**config.mk**
```make
export PLATFORM = sky130hd
export DESIGN_NAME = csrcfg_top
export DESIGN_NICKNAME = d
export VERILOG_FILES = /design/src/rtl/csrcfg_pkg.sv /design/src/rtl/csrcfg_top.sv
export SDC_FILE = /design/constraint.sdc
export NUM_CORES = 1
export LEC_CHECK = 0
export ABC_AREA = 1
export BUFFER_PORTS_ARGS = -buffer_cell sky130_fd_sc_hd__buf_4
export CAP_MARGIN = 15
export CELL_PAD_IN_SITES_DETAIL_PLACEMENT = 1
export CELL_PAD_IN_SITES_GLOBAL_PLACEMENT = 1
export CORE_UTILIZATION = 47
export DETAILED_ROUTE_END_ITERATION = 7
export PLACE_DENSITY = 0.93
export SYNTH_ARGS = -nofsm -noshare
export SYNTH_HDL_FRONTEND = slang
export SYNTH_SLANG_ARGS = --single-unit
```
**constraint.sdc**
```tcl
create_clock -name sys_clk -period 10.1 [get_ports sys_clk]
set_input_delay 1.515 -clock sys_clk [delete_from_list [all_inputs] [get_ports sys_clk]]
set_output_delay 1.515 -clock sys_clk [all_outputs]
set_load 0.05 [all_outputs]
```
**src/rtl/csrcfg_pkg.sv**
```systemverilog
// Behaviour
// RULE1 - Seven back-channel alarm enables, reset cleared
// RULE2 - Swap P/N for clock and data lanes
// RULE3 - Separate low-power polarity for clock, data lanes
// RULE4 - Software keeps high-speed debug enable zero
// RULE5 - Low-power debug enable: top bit read-only
// RULE6 - Per-lane termination enables, reset zero
// RULE7 - Header source: corrected or as received
// RULE8 - Record headers per virtual channel when set
// RULE9 - Channel select works only with per-channel record
// RULE10 - Ignore low-power states until start interval ends
// RULE11 - Interval in 100 us steps, code plus one
// RULE12 - One inverts; reserved bits keep reset values
package csrcfg_pkg;
	// Register byte offsets
	localparam logic [7:0] CSRCFG_ALARM_ADDR = 8'h1e;
	localparam logic [7:0] CSRCFG_RSV1F_ADDR = 8'h1f;
	localparam logic [7:0] CSRCFG_SWAP_ADDR = 8'h20;
	localparam logic [7:0] CSRCFG_LPPOL_ADDR = 8'h21;
	localparam logic [7:0] CSRCFG_HSDBG_ADDR = 8'h22;
	localparam logic [7:0] CSRCFG_LPDBG_ADDR = 8'h23;
	localparam logic [7:0] CSRCFG_TERM_ADDR = 8'h24;
	localparam logic [7:0] CSRCFG_RSV25_ADDR = 8'h25;
	localparam logic [7:0] CSRCFG_RSV26_ADDR = 8'h26;
	localparam logic [7:0] CSRCFG_RSV27_ADDR = 8'h27;
	localparam logic [7:0] CSRCFG_RSV28_ADDR = 8'h28;
	localparam logic [7:0] CSRCFG_RSV29_ADDR = 8'h29;
	localparam logic [7:0] CSRCFG_RSV2A_ADDR = 8'h2a;
	localparam logic [7:0] CSRCFG_RSV2B_ADDR = 8'h2b;
	localparam logic [7:0] CSRCFG_RSV2D_ADDR = 8'h2d;
	localparam logic [7:0] CSRCFG_RSV2E_ADDR = 8'h2e;
	localparam logic [7:0] CSRCFG_RSV30_ADDR = 8'h30;
	localparam logic [7:0] CSRCFG_HDRCTL_ADDR = 8'h31;
	// Header capture readback, interrupt and start status
	localparam logic [7:0] CSRCFG_HDR0_ADDR = 8'h38;
	localparam logic [7:0] CSRCFG_HDR1_ADDR = 8'h39;
	localparam logic [7:0] CSRCFG_HDR2_ADDR = 8'h3a;
	localparam logic [7:0] CSRCFG_HDR3_ADDR = 8'h3b;
	localparam logic [7:0] CSRCFG_IRQST_ADDR = 8'h3c;
	localparam logic [7:0] CSRCFG_IRQMSK_ADDR = 8'h3d;
	localparam logic [7:0] CSRCFG_INITST_ADDR = 8'h3e;
	// Reset values
	localparam logic [7:0] CSRCFG_ZERO = 8'h00;
	localparam logic [7:0] CSRCFG_RSV25_RST = 8'h02;
	localparam logic [7:0] CSRCFG_RSV28_RST = 8'h07;
	localparam logic [7:0] CSRCFG_RSV29_RST = 8'h33;
	localparam logic [7:0] CSRCFG_RSV2A_RST = 8'h01;
	localparam logic [7:0] CSRCFG_HDRCTL_RST = 8'h20;
	// Field layout
	localparam int CSRCFG_ALARM_W = 7;
	localparam int CSRCFG_SWAP_W = 5;
	localparam int CSRCFG_DBG_W = 7;
	localparam int CSRCFG_LANES = 4;
	localparam int CSRCFG_CLK_BIT = 4;
	localparam int CSRCFG_SEL_LSB = 6;
	localparam int CSRCFG_SRC_BIT = 5;
	localparam int CSRCFG_VCI_BIT = 4;
	localparam int CSRCFG_TINIT_W = 3;
	localparam int CSRCFG_HDR_W = 32;
	localparam int CSRCFG_VC_N = 4;
	localparam int CSRCFG_IRQ_W = 2;
	localparam int CSRCFG_IRQ_INIT = 0;
	localparam int CSRCFG_IRQ_HDR = 1;
	// Timing
	localparam int CSRCFG_STEP_US = 100;
	localparam int CSRCFG_CLK_MHZ = 40;
	localparam int CSRCFG_STEP_CYC = CSRCFG_STEP_US * CSRCFG_CLK_MHZ;
	// Start-up state, Gray along the path
	typedef enum logic [1:0] {
		CSRCFG_WAIT = 2'b00,
		CSRCFG_RUN = 2'b01
	} csrcfg_init_e;
endpackage

```
**src/rtl/csrcfg_top.sv**
```systemverilog
`timescale 1ns/1ps
module csrcfg_top
	import csrcfg_pkg::*;
#(
	parameter int STEP_CYCLES = CSRCFG_STEP_CYC
) (
	// Clock and reset
	input wire logic sys_clk,
	input wire logic reset,
	// Register port
	input wire logic [7:0] reg_addr,
	input wire logic [7:0] reg_wr_data,
	input wire logic reg_wr,
	input wire logic reg_rd,
	output logic [7:0] reg_rd_data,
	// Lane pins from the sensor
	input wire logic csi_clk_in,
	input wire logic [3:0] csi_hs_in,
	input wire logic csi_lp_clk_in,
	input wire logic [3:0] csi_lp_in,
	// Captured packet headers
	input wire logic hdr_valid,
	input wire logic [1:0] hdr_vc,
	input wire logic [31:0] hdr_raw,
	input wire logic [31:0] hdr_fixed,
	// Lane data towards the datapath
	output logic [3:0] hs_data,
	output logic hs_strobe,
	output logic lp_clk_out,
	output logic [3:0] lp_data_out,
	// Configuration outputs
	output logic [6:0] bc_alarm_en,
	output logic [3:0] lane_termination_on,
	output logic [6:0] hs_rx_debug_en,
	output logic [6:0] lp_rx_debug_en,
	output logic startup_done,
	// Interrupt
	output logic irq
);
	// Software registers
	logic [6:0] alarm_reg;
	logic [4:0] swap_reg;
	logic [4:0] lppol_reg;
	logic [6:0] hsdbg_reg;
	logic [6:0] lpdbg_reg;
	logic [3:0] term_reg;
	logic [7:0] hdrctl_reg;
	logic [1:0] irq_st_reg;
	logic [1:0] irq_st_next;
	logic [1:0] irq_msk_reg;
	// Header slots, one per virtual channel
	logic [31:0] hdr_mem [CSRCFG_VC_N];
	// Synchronisers and edge finder
	logic [4:0] hs_s1_reg;
	logic [4:0] hs_s2_reg;
	logic [4:0] lp_s1_reg;
	logic [4:0] lp_s2_reg;
	logic clk_prev_reg;
	// Start-up timer
	csrcfg_init_e init_reg;
	logic [12:0] cyc_reg;
	logic [3:0] step_reg;
	logic done_reg; // Start-up over, feeds the output flop-direct
	// Output flops
	logic [7:0] rd_data_reg;
	logic [3:0] hs_data_reg;
	logic hs_strobe_reg;
	logic lp_clk_reg;
	logic [3:0] lp_data_reg;
	logic irq_reg;
	// Decoded helpers
	logic wr_alarm;
	logic [1:0] hdr_rd_slot;
	logic [31:0] hdr_view;
	logic [4:0] hs_pol;
	logic clk_rise;
	logic [3:0] step_goal;

	assign wr_alarm = reg_wr && (reg_addr == CSRCFG_ALARM_ADDR);
	// Slot exposed on readback
	assign hdr_rd_slot = hdrctl_reg[CSRCFG_VCI_BIT] ?
		hdrctl_reg[CSRCFG_SEL_LSB +: 2] : 2'h0; // RULE9
	assign hdr_view = hdr_mem[hdr_rd_slot];
	// High-speed levels after swap, one inverts
	assign hs_pol = hs_s2_reg ^ swap_reg; // RULE2 RULE12
	assign clk_rise = hs_pol[CSRCFG_CLK_BIT] && !clk_prev_reg;
	// Number of 100 us steps to wait
	assign step_goal = {1'b0, hdrctl_reg[CSRCFG_TINIT_W-1:0]} + 4'h1; // RULE11

	// Back-channel alarm enables
	always_ff @(posedge sys_clk) begin
		if (reset) begin
			alarm_reg <= '0; // RULE1
		end else if (wr_alarm) begin
			alarm_reg <= reg_wr_data[CSRCFG_ALARM_W-1:0]; // RULE1
		end
	end

	// Lane polarity and low-power polarity
	always_ff @(posedge sys_clk) begin
		if (reset) begin
			swap_reg <= '0; // RULE2
			lppol_reg <= '0; // RULE3
		end else if (reg_wr) begin
			if (reg_addr == CSRCFG_SWAP_ADDR) begin
				swap_reg <= reg_wr_data[CSRCFG_SWAP_W-1:0]; // RULE2
			end
			if (reg_addr == CSRCFG_LPPOL_ADDR) begin
				lppol_reg <= reg_wr_data[CSRCFG_SWAP_W-1:0]; // RULE3
			end
		end
	end

	// Debug enables and termination; top bits stay read-only
	always_ff @(posedge sys_clk) begin
		if (reset) begin
			hsdbg_reg <= '0;
			lpdbg_reg <= '0; // RULE5
			term_reg <= '0; // RULE6
		end else if (reg_wr) begin
			if (reg_addr == CSRCFG_HSDBG_ADDR) begin
				hsdbg_reg <= reg_wr_data[CSRCFG_DBG_W-1:0];
			end
			if (reg_addr == CSRCFG_LPDBG_ADDR) begin
				lpdbg_reg <= reg_wr_data[CSRCFG_DBG_W-1:0]; // RULE5
			end
			if (reg_addr == CSRCFG_TERM_ADDR) begin
				term_reg <= reg_wr_data[CSRCFG_LANES-1:0]; // RULE6
			end
		end
	end

	// Header control; bit 3 is reserved and held at zero
	always_ff @(posedge sys_clk) begin
		if (reset) begin
			hdrctl_reg <= CSRCFG_HDRCTL_RST; // RULE7
		end else if (reg_wr && reg_addr == CSRCFG_HDRCTL_ADDR) begin
			hdrctl_reg <= reg_wr_data & 8'hf7; // RULE12
		end
	end

	// Header recording into per-channel slots
	always_ff @(posedge sys_clk) begin
		if (reset) begin
			for (int i = 0; i < CSRCFG_VC_N; i++) begin
				hdr_mem[i] <= '0;
			end
		end else if (hdr_valid) begin
			// Interleaved mode keys the slot on the channel
			if (hdrctl_reg[CSRCFG_VCI_BIT]) begin
				hdr_mem[hdr_vc] <= hdrctl_reg[CSRCFG_SRC_BIT] ?
					hdr_fixed : hdr_raw; // RULE8 RULE7
			end else begin
				hdr_mem[0] <= hdrctl_reg[CSRCFG_SRC_BIT] ?
					hdr_fixed : hdr_raw; // RULE7
			end
		end
	end

	// Interrupt status: hardware set wins over write-one clear
	always_comb begin
		irq_st_next = irq_st_reg;
		if (reg_wr && reg_addr == CSRCFG_IRQST_ADDR) begin
			irq_st_next = irq_st_reg & ~reg_wr_data[CSRCFG_IRQ_W-1:0];
		end
		if (hdr_valid) begin
			irq_st_next[CSRCFG_IRQ_HDR] = 1'b1;
		end
		if (init_reg == CSRCFG_WAIT && step_reg >= step_goal) begin
			irq_st_next[CSRCFG_IRQ_INIT] = 1'b1;
		end
	end

	// Interrupt status, mask and level output
	always_ff @(posedge sys_clk) begin
		if (reset) begin
			irq_st_reg <= '0;
			irq_msk_reg <= '0;
			irq_reg <= 1'b0;
		end else begin
			irq_st_reg <= irq_st_next;
			if (reg_wr && reg_addr == CSRCFG_IRQMSK_ADDR) begin
				irq_msk_reg <= reg_wr_data[CSRCFG_IRQ_W-1:0];
			end
			irq_reg <= |(irq_st_reg & irq_msk_reg);
		end
	end

	// Start-up interval timer, counted from reset release
	always_ff @(posedge sys_clk) begin
		if (reset) begin
			init_reg <= CSRCFG_WAIT;
			cyc_reg <= '0;
			step_reg <= '0;
			done_reg <= 1'b0;
		end else begin
			unique case (init_reg)
				CSRCFG_WAIT: begin
					// Interval ends after code plus one steps
					if (step_reg >= step_goal) begin
						init_reg <= CSRCFG_RUN; // RULE10
						done_reg <= 1'b1; // RULE10
					end else if (cyc_reg == 13'(STEP_CYCLES - 1)) begin
						cyc_reg <= '0;
						step_reg <= step_reg + 4'h1; // RULE11
					end else begin
						cyc_reg <= cyc_reg + 13'h1;
					end
				end
				CSRCFG_RUN: begin
					init_reg <= CSRCFG_RUN;
				end
			endcase
		end
	end

	// Two-stage synchronisers for every lane pin
	always_ff @(posedge sys_clk) begin
		if (reset) begin
			hs_s1_reg <= '0;
			hs_s2_reg <= '0;
			lp_s1_reg <= 5'h1f;
			lp_s2_reg <= 5'h1f;
		end else begin
			hs_s1_reg <= {csi_clk_in, csi_hs_in};
			hs_s2_reg <= hs_s1_reg;
			lp_s1_reg <= {csi_lp_clk_in, csi_lp_in};
			lp_s2_reg <= lp_s1_reg;
		end
	end

	// Sample data lanes on each rising edge of the lane clock
	always_ff @(posedge sys_clk) begin
		if (reset) begin
			clk_prev_reg <= 1'b0;
			hs_data_reg <= '0;
			hs_strobe_reg <= 1'b0;
		end else begin
			clk_prev_reg <= hs_pol[CSRCFG_CLK_BIT];
			hs_strobe_reg <= clk_rise;
			if (clk_rise) begin
				hs_data_reg <= hs_pol[CSRCFG_LANES-1:0]; // RULE2
			end
		end
	end

	// Low-power levels: held at stop state until start-up ends
	always_ff @(posedge sys_clk) begin
		if (reset) begin
			lp_clk_reg <= 1'b1;
			lp_data_reg <= '1;
		end else if (init_reg == CSRCFG_RUN) begin
			lp_clk_reg <= lp_s2_reg[CSRCFG_CLK_BIT] ^
				lppol_reg[CSRCFG_CLK_BIT]; // RULE3 RULE10
			lp_data_reg <= lp_s2_reg[CSRCFG_LANES-1:0] ^
				lppol_reg[CSRCFG_LANES-1:0]; // RULE3 RULE12
		end else begin
			lp_clk_reg <= 1'b1; // RULE10
			lp_data_reg <= '1;
		end
	end

	// Read data, valid only in the cycle after the strobe
	always_ff @(posedge sys_clk) begin
		if (reset || !reg_rd) begin
			rd_data_reg <= '0;
		end else begin
			unique case (reg_addr)
				CSRCFG_ALARM_ADDR: rd_data_reg <= {1'b0, alarm_reg};
				CSRCFG_SWAP_ADDR: rd_data_reg <= {3'h0, swap_reg};
				CSRCFG_LPPOL_ADDR: rd_data_reg <= {3'h0, lppol_reg};
				CSRCFG_HSDBG_ADDR: rd_data_reg <= {1'b0, hsdbg_reg};
				CSRCFG_LPDBG_ADDR: rd_data_reg <= {1'b0, lpdbg_reg}; // RULE5
				CSRCFG_TERM_ADDR: rd_data_reg <= {4'h0, term_reg};
				// Reserved registers return their reset values
				CSRCFG_RSV25_ADDR: rd_data_reg <= CSRCFG_RSV25_RST; // RULE12
				CSRCFG_RSV28_ADDR: rd_data_reg <= CSRCFG_RSV28_RST;
				CSRCFG_RSV29_ADDR: rd_data_reg <= CSRCFG_RSV29_RST;
				CSRCFG_RSV2A_ADDR: rd_data_reg <= CSRCFG_RSV2A_RST;
				CSRCFG_HDRCTL_ADDR: rd_data_reg <= hdrctl_reg;
				CSRCFG_HDR0_ADDR: rd_data_reg <= hdr_view[7:0]; // RULE9
				CSRCFG_HDR1_ADDR: rd_data_reg <= hdr_view[15:8];
				CSRCFG_HDR2_ADDR: rd_data_reg <= hdr_view[23:16];
				CSRCFG_HDR3_ADDR: rd_data_reg <= hdr_view[31:24];
				CSRCFG_IRQST_ADDR: rd_data_reg <= {6'h00, irq_st_reg};
				CSRCFG_IRQMSK_ADDR: rd_data_reg <= {6'h00, irq_msk_reg};
				CSRCFG_INITST_ADDR: begin
					rd_data_reg <= {7'h00, init_reg == CSRCFG_RUN};
				end
				// Other reserved and unmapped addresses read zero
				default: rd_data_reg <= CSRCFG_ZERO;
			endcase
		end
	end

	// Outputs straight from flops
	assign reg_rd_data = rd_data_reg;
	assign hs_data = hs_data_reg;
	assign hs_strobe = hs_strobe_reg;
	assign lp_clk_out = lp_clk_reg;
	assign lp_data_out = lp_data_reg;
	assign bc_alarm_en = alarm_reg;
	assign lane_termination_on = term_reg;
	assign hs_rx_debug_en = hsdbg_reg; // RULE4
	assign lp_rx_debug_en = lpdbg_reg;
	assign startup_done = done_reg;
	assign irq = irq_reg;
endmodule

```
Word-level counts from Yosys, hierarchy flattened --
Memory sizes are Yosys's and may differ from the RTL's. Cells that the tools add are included. W data, S select, Z words.
Word-level totals: output and inout bits 45, ROM bits 0, memories kept 1, bits in latches 0, register bits after elaboration 106, memory bits (writable) 128
Memories:
- hdr_mem | depth 4, width 32, rd ports 1, clocked after Yosys merged registers in 0, wr ports 4, RTL line csrcfg_top.sv:52 | logic [31:0] hdr_mem [CSRCFG_VC_N];
Cells by class: equality and inequality tests 21, order comparisons 1, add/sub/neg operators 3, reductions and logical operators 23, shifts and indexed selects 0, bitwise gates (word level) 9, multiply operators 0, divide/modulo/power cells 0, multiplexer cells 23
Operator list (count):
- $pmux W8 S18 | 1
- $eq A8 B6 Y1 const B | 17
- $mux W32 | 3
- $reduce_or A32 Y1 | 1
- $reduce_and A2 Y1 | 7
- $add A13 B1 Y13 const B | 1
- $eq A13 B12 Y1 const B | 1
- $mux W1 | 13
- $mux W13 | 1
- $eq A8 B5 Y1 const B | 1
- $mux W2 | 4
- $logic_and A1 B1 Y1 | 6
- $xor A5 B5 Y5 | 1
- $add A3 B1 Y4 const B | 1
- $add A4 B1 Y4 const B | 1
- $and A2 B2 Y2 | 2
- $ge A4 B4 Y1 | 1
- $pmux W2 S2 | 1
- $reduce_bool A2 Y1 | 2
- $reduce_or A2 Y1 | 2
- $xor A4 B4 Y4 | 1
- $reduce_and A3 Y1 | 1
- $eq A2 B1 Y1 const B | 1
- $logic_not A1 Y1 | 2
- 7 further kinds | 8

Longest topological paths before layout --
depth after elaboration 6, depth in mapped cells 13, depth with buffers taken out 12

Worst setup path after synthesis --
Ideal clock, no wire load.
path kind input to register, from input port hdr_vc[1], to memory hdr_mem[3][0], enable pin, data arrival time 4.029 ns, library setup time 0.470 ns, setup slack 5.601 ns, stages on the path 2, path buffers 0, path through nand2_1 > o31ai_1
RTL lines:
- start: declaration | RTL line csrcfg_top.sv:23 | input wire logic [1:0] hdr_vc,
- end: declaration | RTL line csrcfg_top.sv:52

==> results_dict.tcl <==
set metrics [dict create \
    outcome "completed" \
    reg2reg_depth 6 \
    clock_latency_ps 550 \
    critPathSlowestCell "clkinv_1" \
    die_area_sq_um 24500 \
    worstHoldPathType "reg2reg" \
    grt_max_degree 66 \
    stdcell_count 1853 \
    grt_overflow_total 0 \
    first_pass_iters 5 \
    met3_usage_pct 5.43 \
    viasPerCell 5.78 \
    rsz0062_at_grt "no" \
    dr.first_iter.drc_count 932 \
    cts.sink_count 233 \
    pin_count 142 \
    most-common-layout-cells "nand2_1, nor2_1, inv_1" \
    htreeDepth 1 \
    startpoint_type "input port" \
    crit_path_frequent_cell "buf_4" \
    period_minus_slack_ps 4430 \
    end_kind "flip-flop" \
    die_height_um 157 \
    rows 56 \
    ys_types 35 \
    yosysSeqAreaShare_pct 52.9 \
    clockRootBuffer "clkbuf_16" \
    ctsLongestPathBuffers 3 \
    power_density_nw_per_um2 163 \
    critPathMaxFanout 56 \
    antennaDiodeCount 0 \
    hold_buffers 0 \
    grt_use_met1_pct 41.0 \
    fin_nets 1619 \
    grt_pass1_vias 11375 \
    fin_crit_sh_pct 43.8 \
    slowest_delay_ps 1100 \
    antenna_found_initial 0 \
    maxCapViolCount 0 \
    place_inst 1805 \
    cts_tree "done" \
    setup-tns-final_ps 0 \
    met2_usage_pct 60.2 \
    gp_congestion 0.958 \
    wire_per_inst_um 22.7 \
    cts_setup_buffers 0 \
    final_common_cell "nand2_1" \
    routed_wl_mm 42.0 \
    path_cells "buf_4, clkinv_1, nand2_1, buf_4" \
    arrival_ps 4630 \
    p_leak_nw 5.72 \
    path_clk_slew_ps 60 \
    initial_core_util_pct 47.9 \
    avgSynthCellArea_sq_um 8.08 \
    relSlewSlack_pct 22.7 \
    fmax_ghz 0.226 \
    fill_cells 2819 \
    largest_reg_flops 128 \
    worst_pin_slew_ps 1150 \
    dp_slack_ps 5320 \
    syn_area_sq_um 11200 \
    crit_path_start "reset" \
    final_core_util_pct 56.8 \
    drcViolationCount 0 \
    r2r-start "hdrctl_reg[4]$_SDFFE_PP0P_" \
    io_buffers 141 \
    crit_required_ps 10310 \
    hold_violations 0 \
    path_class "in2reg" \
    r2r-end "hdr_mem[2][13]$_SDFFCE_PN0P_" \
    cp-endpoint "hdr_mem[2][13]$_SDFFCE_PN0P_" \
    syn_inst 1391 \
    drv_slew 0 \
    grt_pass1_wl_mm 64.7 \
    cts_resized 0 \
    areaGrowthSynthToFinish_pct 18.6 \
    syn_nets 1495 \
    synth_warnings 0 \
    vias 10711 \
    setup_viol 0 \
    dpl.hpwl_mm 24.9 \
    coreArea_sq_um 23500 \
    reg2reg_slack_ps 6910 \
    cts_inserted_buffers 27 \
    synth-seq-cells 233 \
    busiest_layer "met2" \
    die_w_um 157 \
    irDropWorstVdd_mv 0.106 \
    final_layout_size_suffix_gt1_share_pct 17.9 \
    clock_skew_ps 27.9 \
    ant_nets 0 \
    worst_slack_ps 5670 \
    grtUsageTotal_pct 34.7 \
]
[worst min path at each step]
stage	startpoint	endpoint	slack, ps	cells past startpoint
floorplan	hs_s1_reg[0]$_SDFF_PP0_	hs_s2_reg[0]$_SDFF_PP0_	390	2
global placement	lp_s1_reg[4]$_SDFF_PP1_	lp_s2_reg[4]$_SDFF_PP1_	400	1
detailed placement	lp_s1_reg[0]$_SDFF_PP1_	lp_s2_reg[0]$_SDFF_PP1_	390	1
CTS	hs_s1_reg[3]$_SDFF_PP0_	hs_s2_reg[3]$_SDFF_PP0_	410	2
global route	hs_s1_reg[3]$_SDFF_PP0_	hs_s2_reg[3]$_SDFF_PP0_	430	2
finish	hs_s1_reg[3]$_SDFF_PP0_	hs_s2_reg[3]$_SDFF_PP0_	410	2
[cells in the mapped netlist]
cell type    n  area [sq um]
nand2_1    287          1080
nor2_1     268          1010
inv_1      161           604
edfxtp_1   128          3840
dfxtp_1    105          2100
nand3_1     97           485
a21oi_1     67           335
o21ai_0     57           285
or2_2       25           156
nor3_1      24           120
buf_2       20           100
clkbuf_1    20          75.1
o211ai_1    15           113
inv_2       13          48.8
nand2_2     12          75.1
nor2_2      10          62.6
nor2_4       9           101
o21ai_1      9          45.0
xnor2_1      8          70.1
a211oi_2     7          87.6
buf_6        7          78.8
ha_1         7          87.6
nand4_1      6          37.5
buf_4        5          37.5
xor2_1       5          43.8
buf_1        3          11.3
clkinv_1     3          11.3
o21bai_1     3          22.5
o22ai_1      3          18.8
nand2_8      2          40.0
nand3b_1     1          7.51
nand4_2      1          12.5
nor3_2       1          10.0
nor3_4       1          16.3
o31ai_1      1          7.51
[through the flow]
step                      power [mW]  hold slack (ps)  instance area (sq um)
after floorplan                 1.14              388                  11200
after global placement          1.20              395                  12500
after detailed placement        1.21              395                  12500
after CTS                       2.17              414                  13300
after global routing            2.22              432                  13300
final                           2.18              408                  13300
[worst max-delay path: cells and delay by family]
kind                   cells  cell delay [ps]
buffers and inverters      3             2050
AND/OR/NAND/NOR            1             1020
[final cells by class]
cell class                 instances  area, sq um  area share [%]
tap                              319          399            2.99
timing repair buffer             150         1130            8.45
clock buffer                      35          726            5.44
inverter                         177          664            4.98
sequential                       233         5950            44.6
clock inverter                    13          130           0.976
multi-input combinational        926         4340            32.6
[kinds of logic (layout without fill, tap and decap cells)]
family | Yosys count | count (layout) | share of synthesized area [%]
compound gates | 162 | 162 | 8.14
xor+xnor | 13 | 13 | 1.01
fa+ha+maj | 7 | 7 | 0.779
buf+inv | 232 | 375 | 8.61
flops | 233 | 233 | 52.9
simple gates | 744 | 744 | 28.5
[routing by layer]
layer / routed length (um) / part of all wire (%)
met3: 3270 / 7.8
met4: 2600 / 6.2
met5: 0 / 0
met1: 15500 / 37
met2: 20600 / 49
[where the power goes]
group | switching [mW] | leakage [nW] | total [mW] | internal, mW
clock network | 0.421 | 0.427 | 0.979 | 0.558
logic | 0.0987 | 3.11 | 0.149 | 0.0506
registers | 0.0144 | 2.19 | 1.05 | 1.03
total | 0.534 | 5.72 | 2.18 | 1.64
Power figures use the tool's default switching activity.
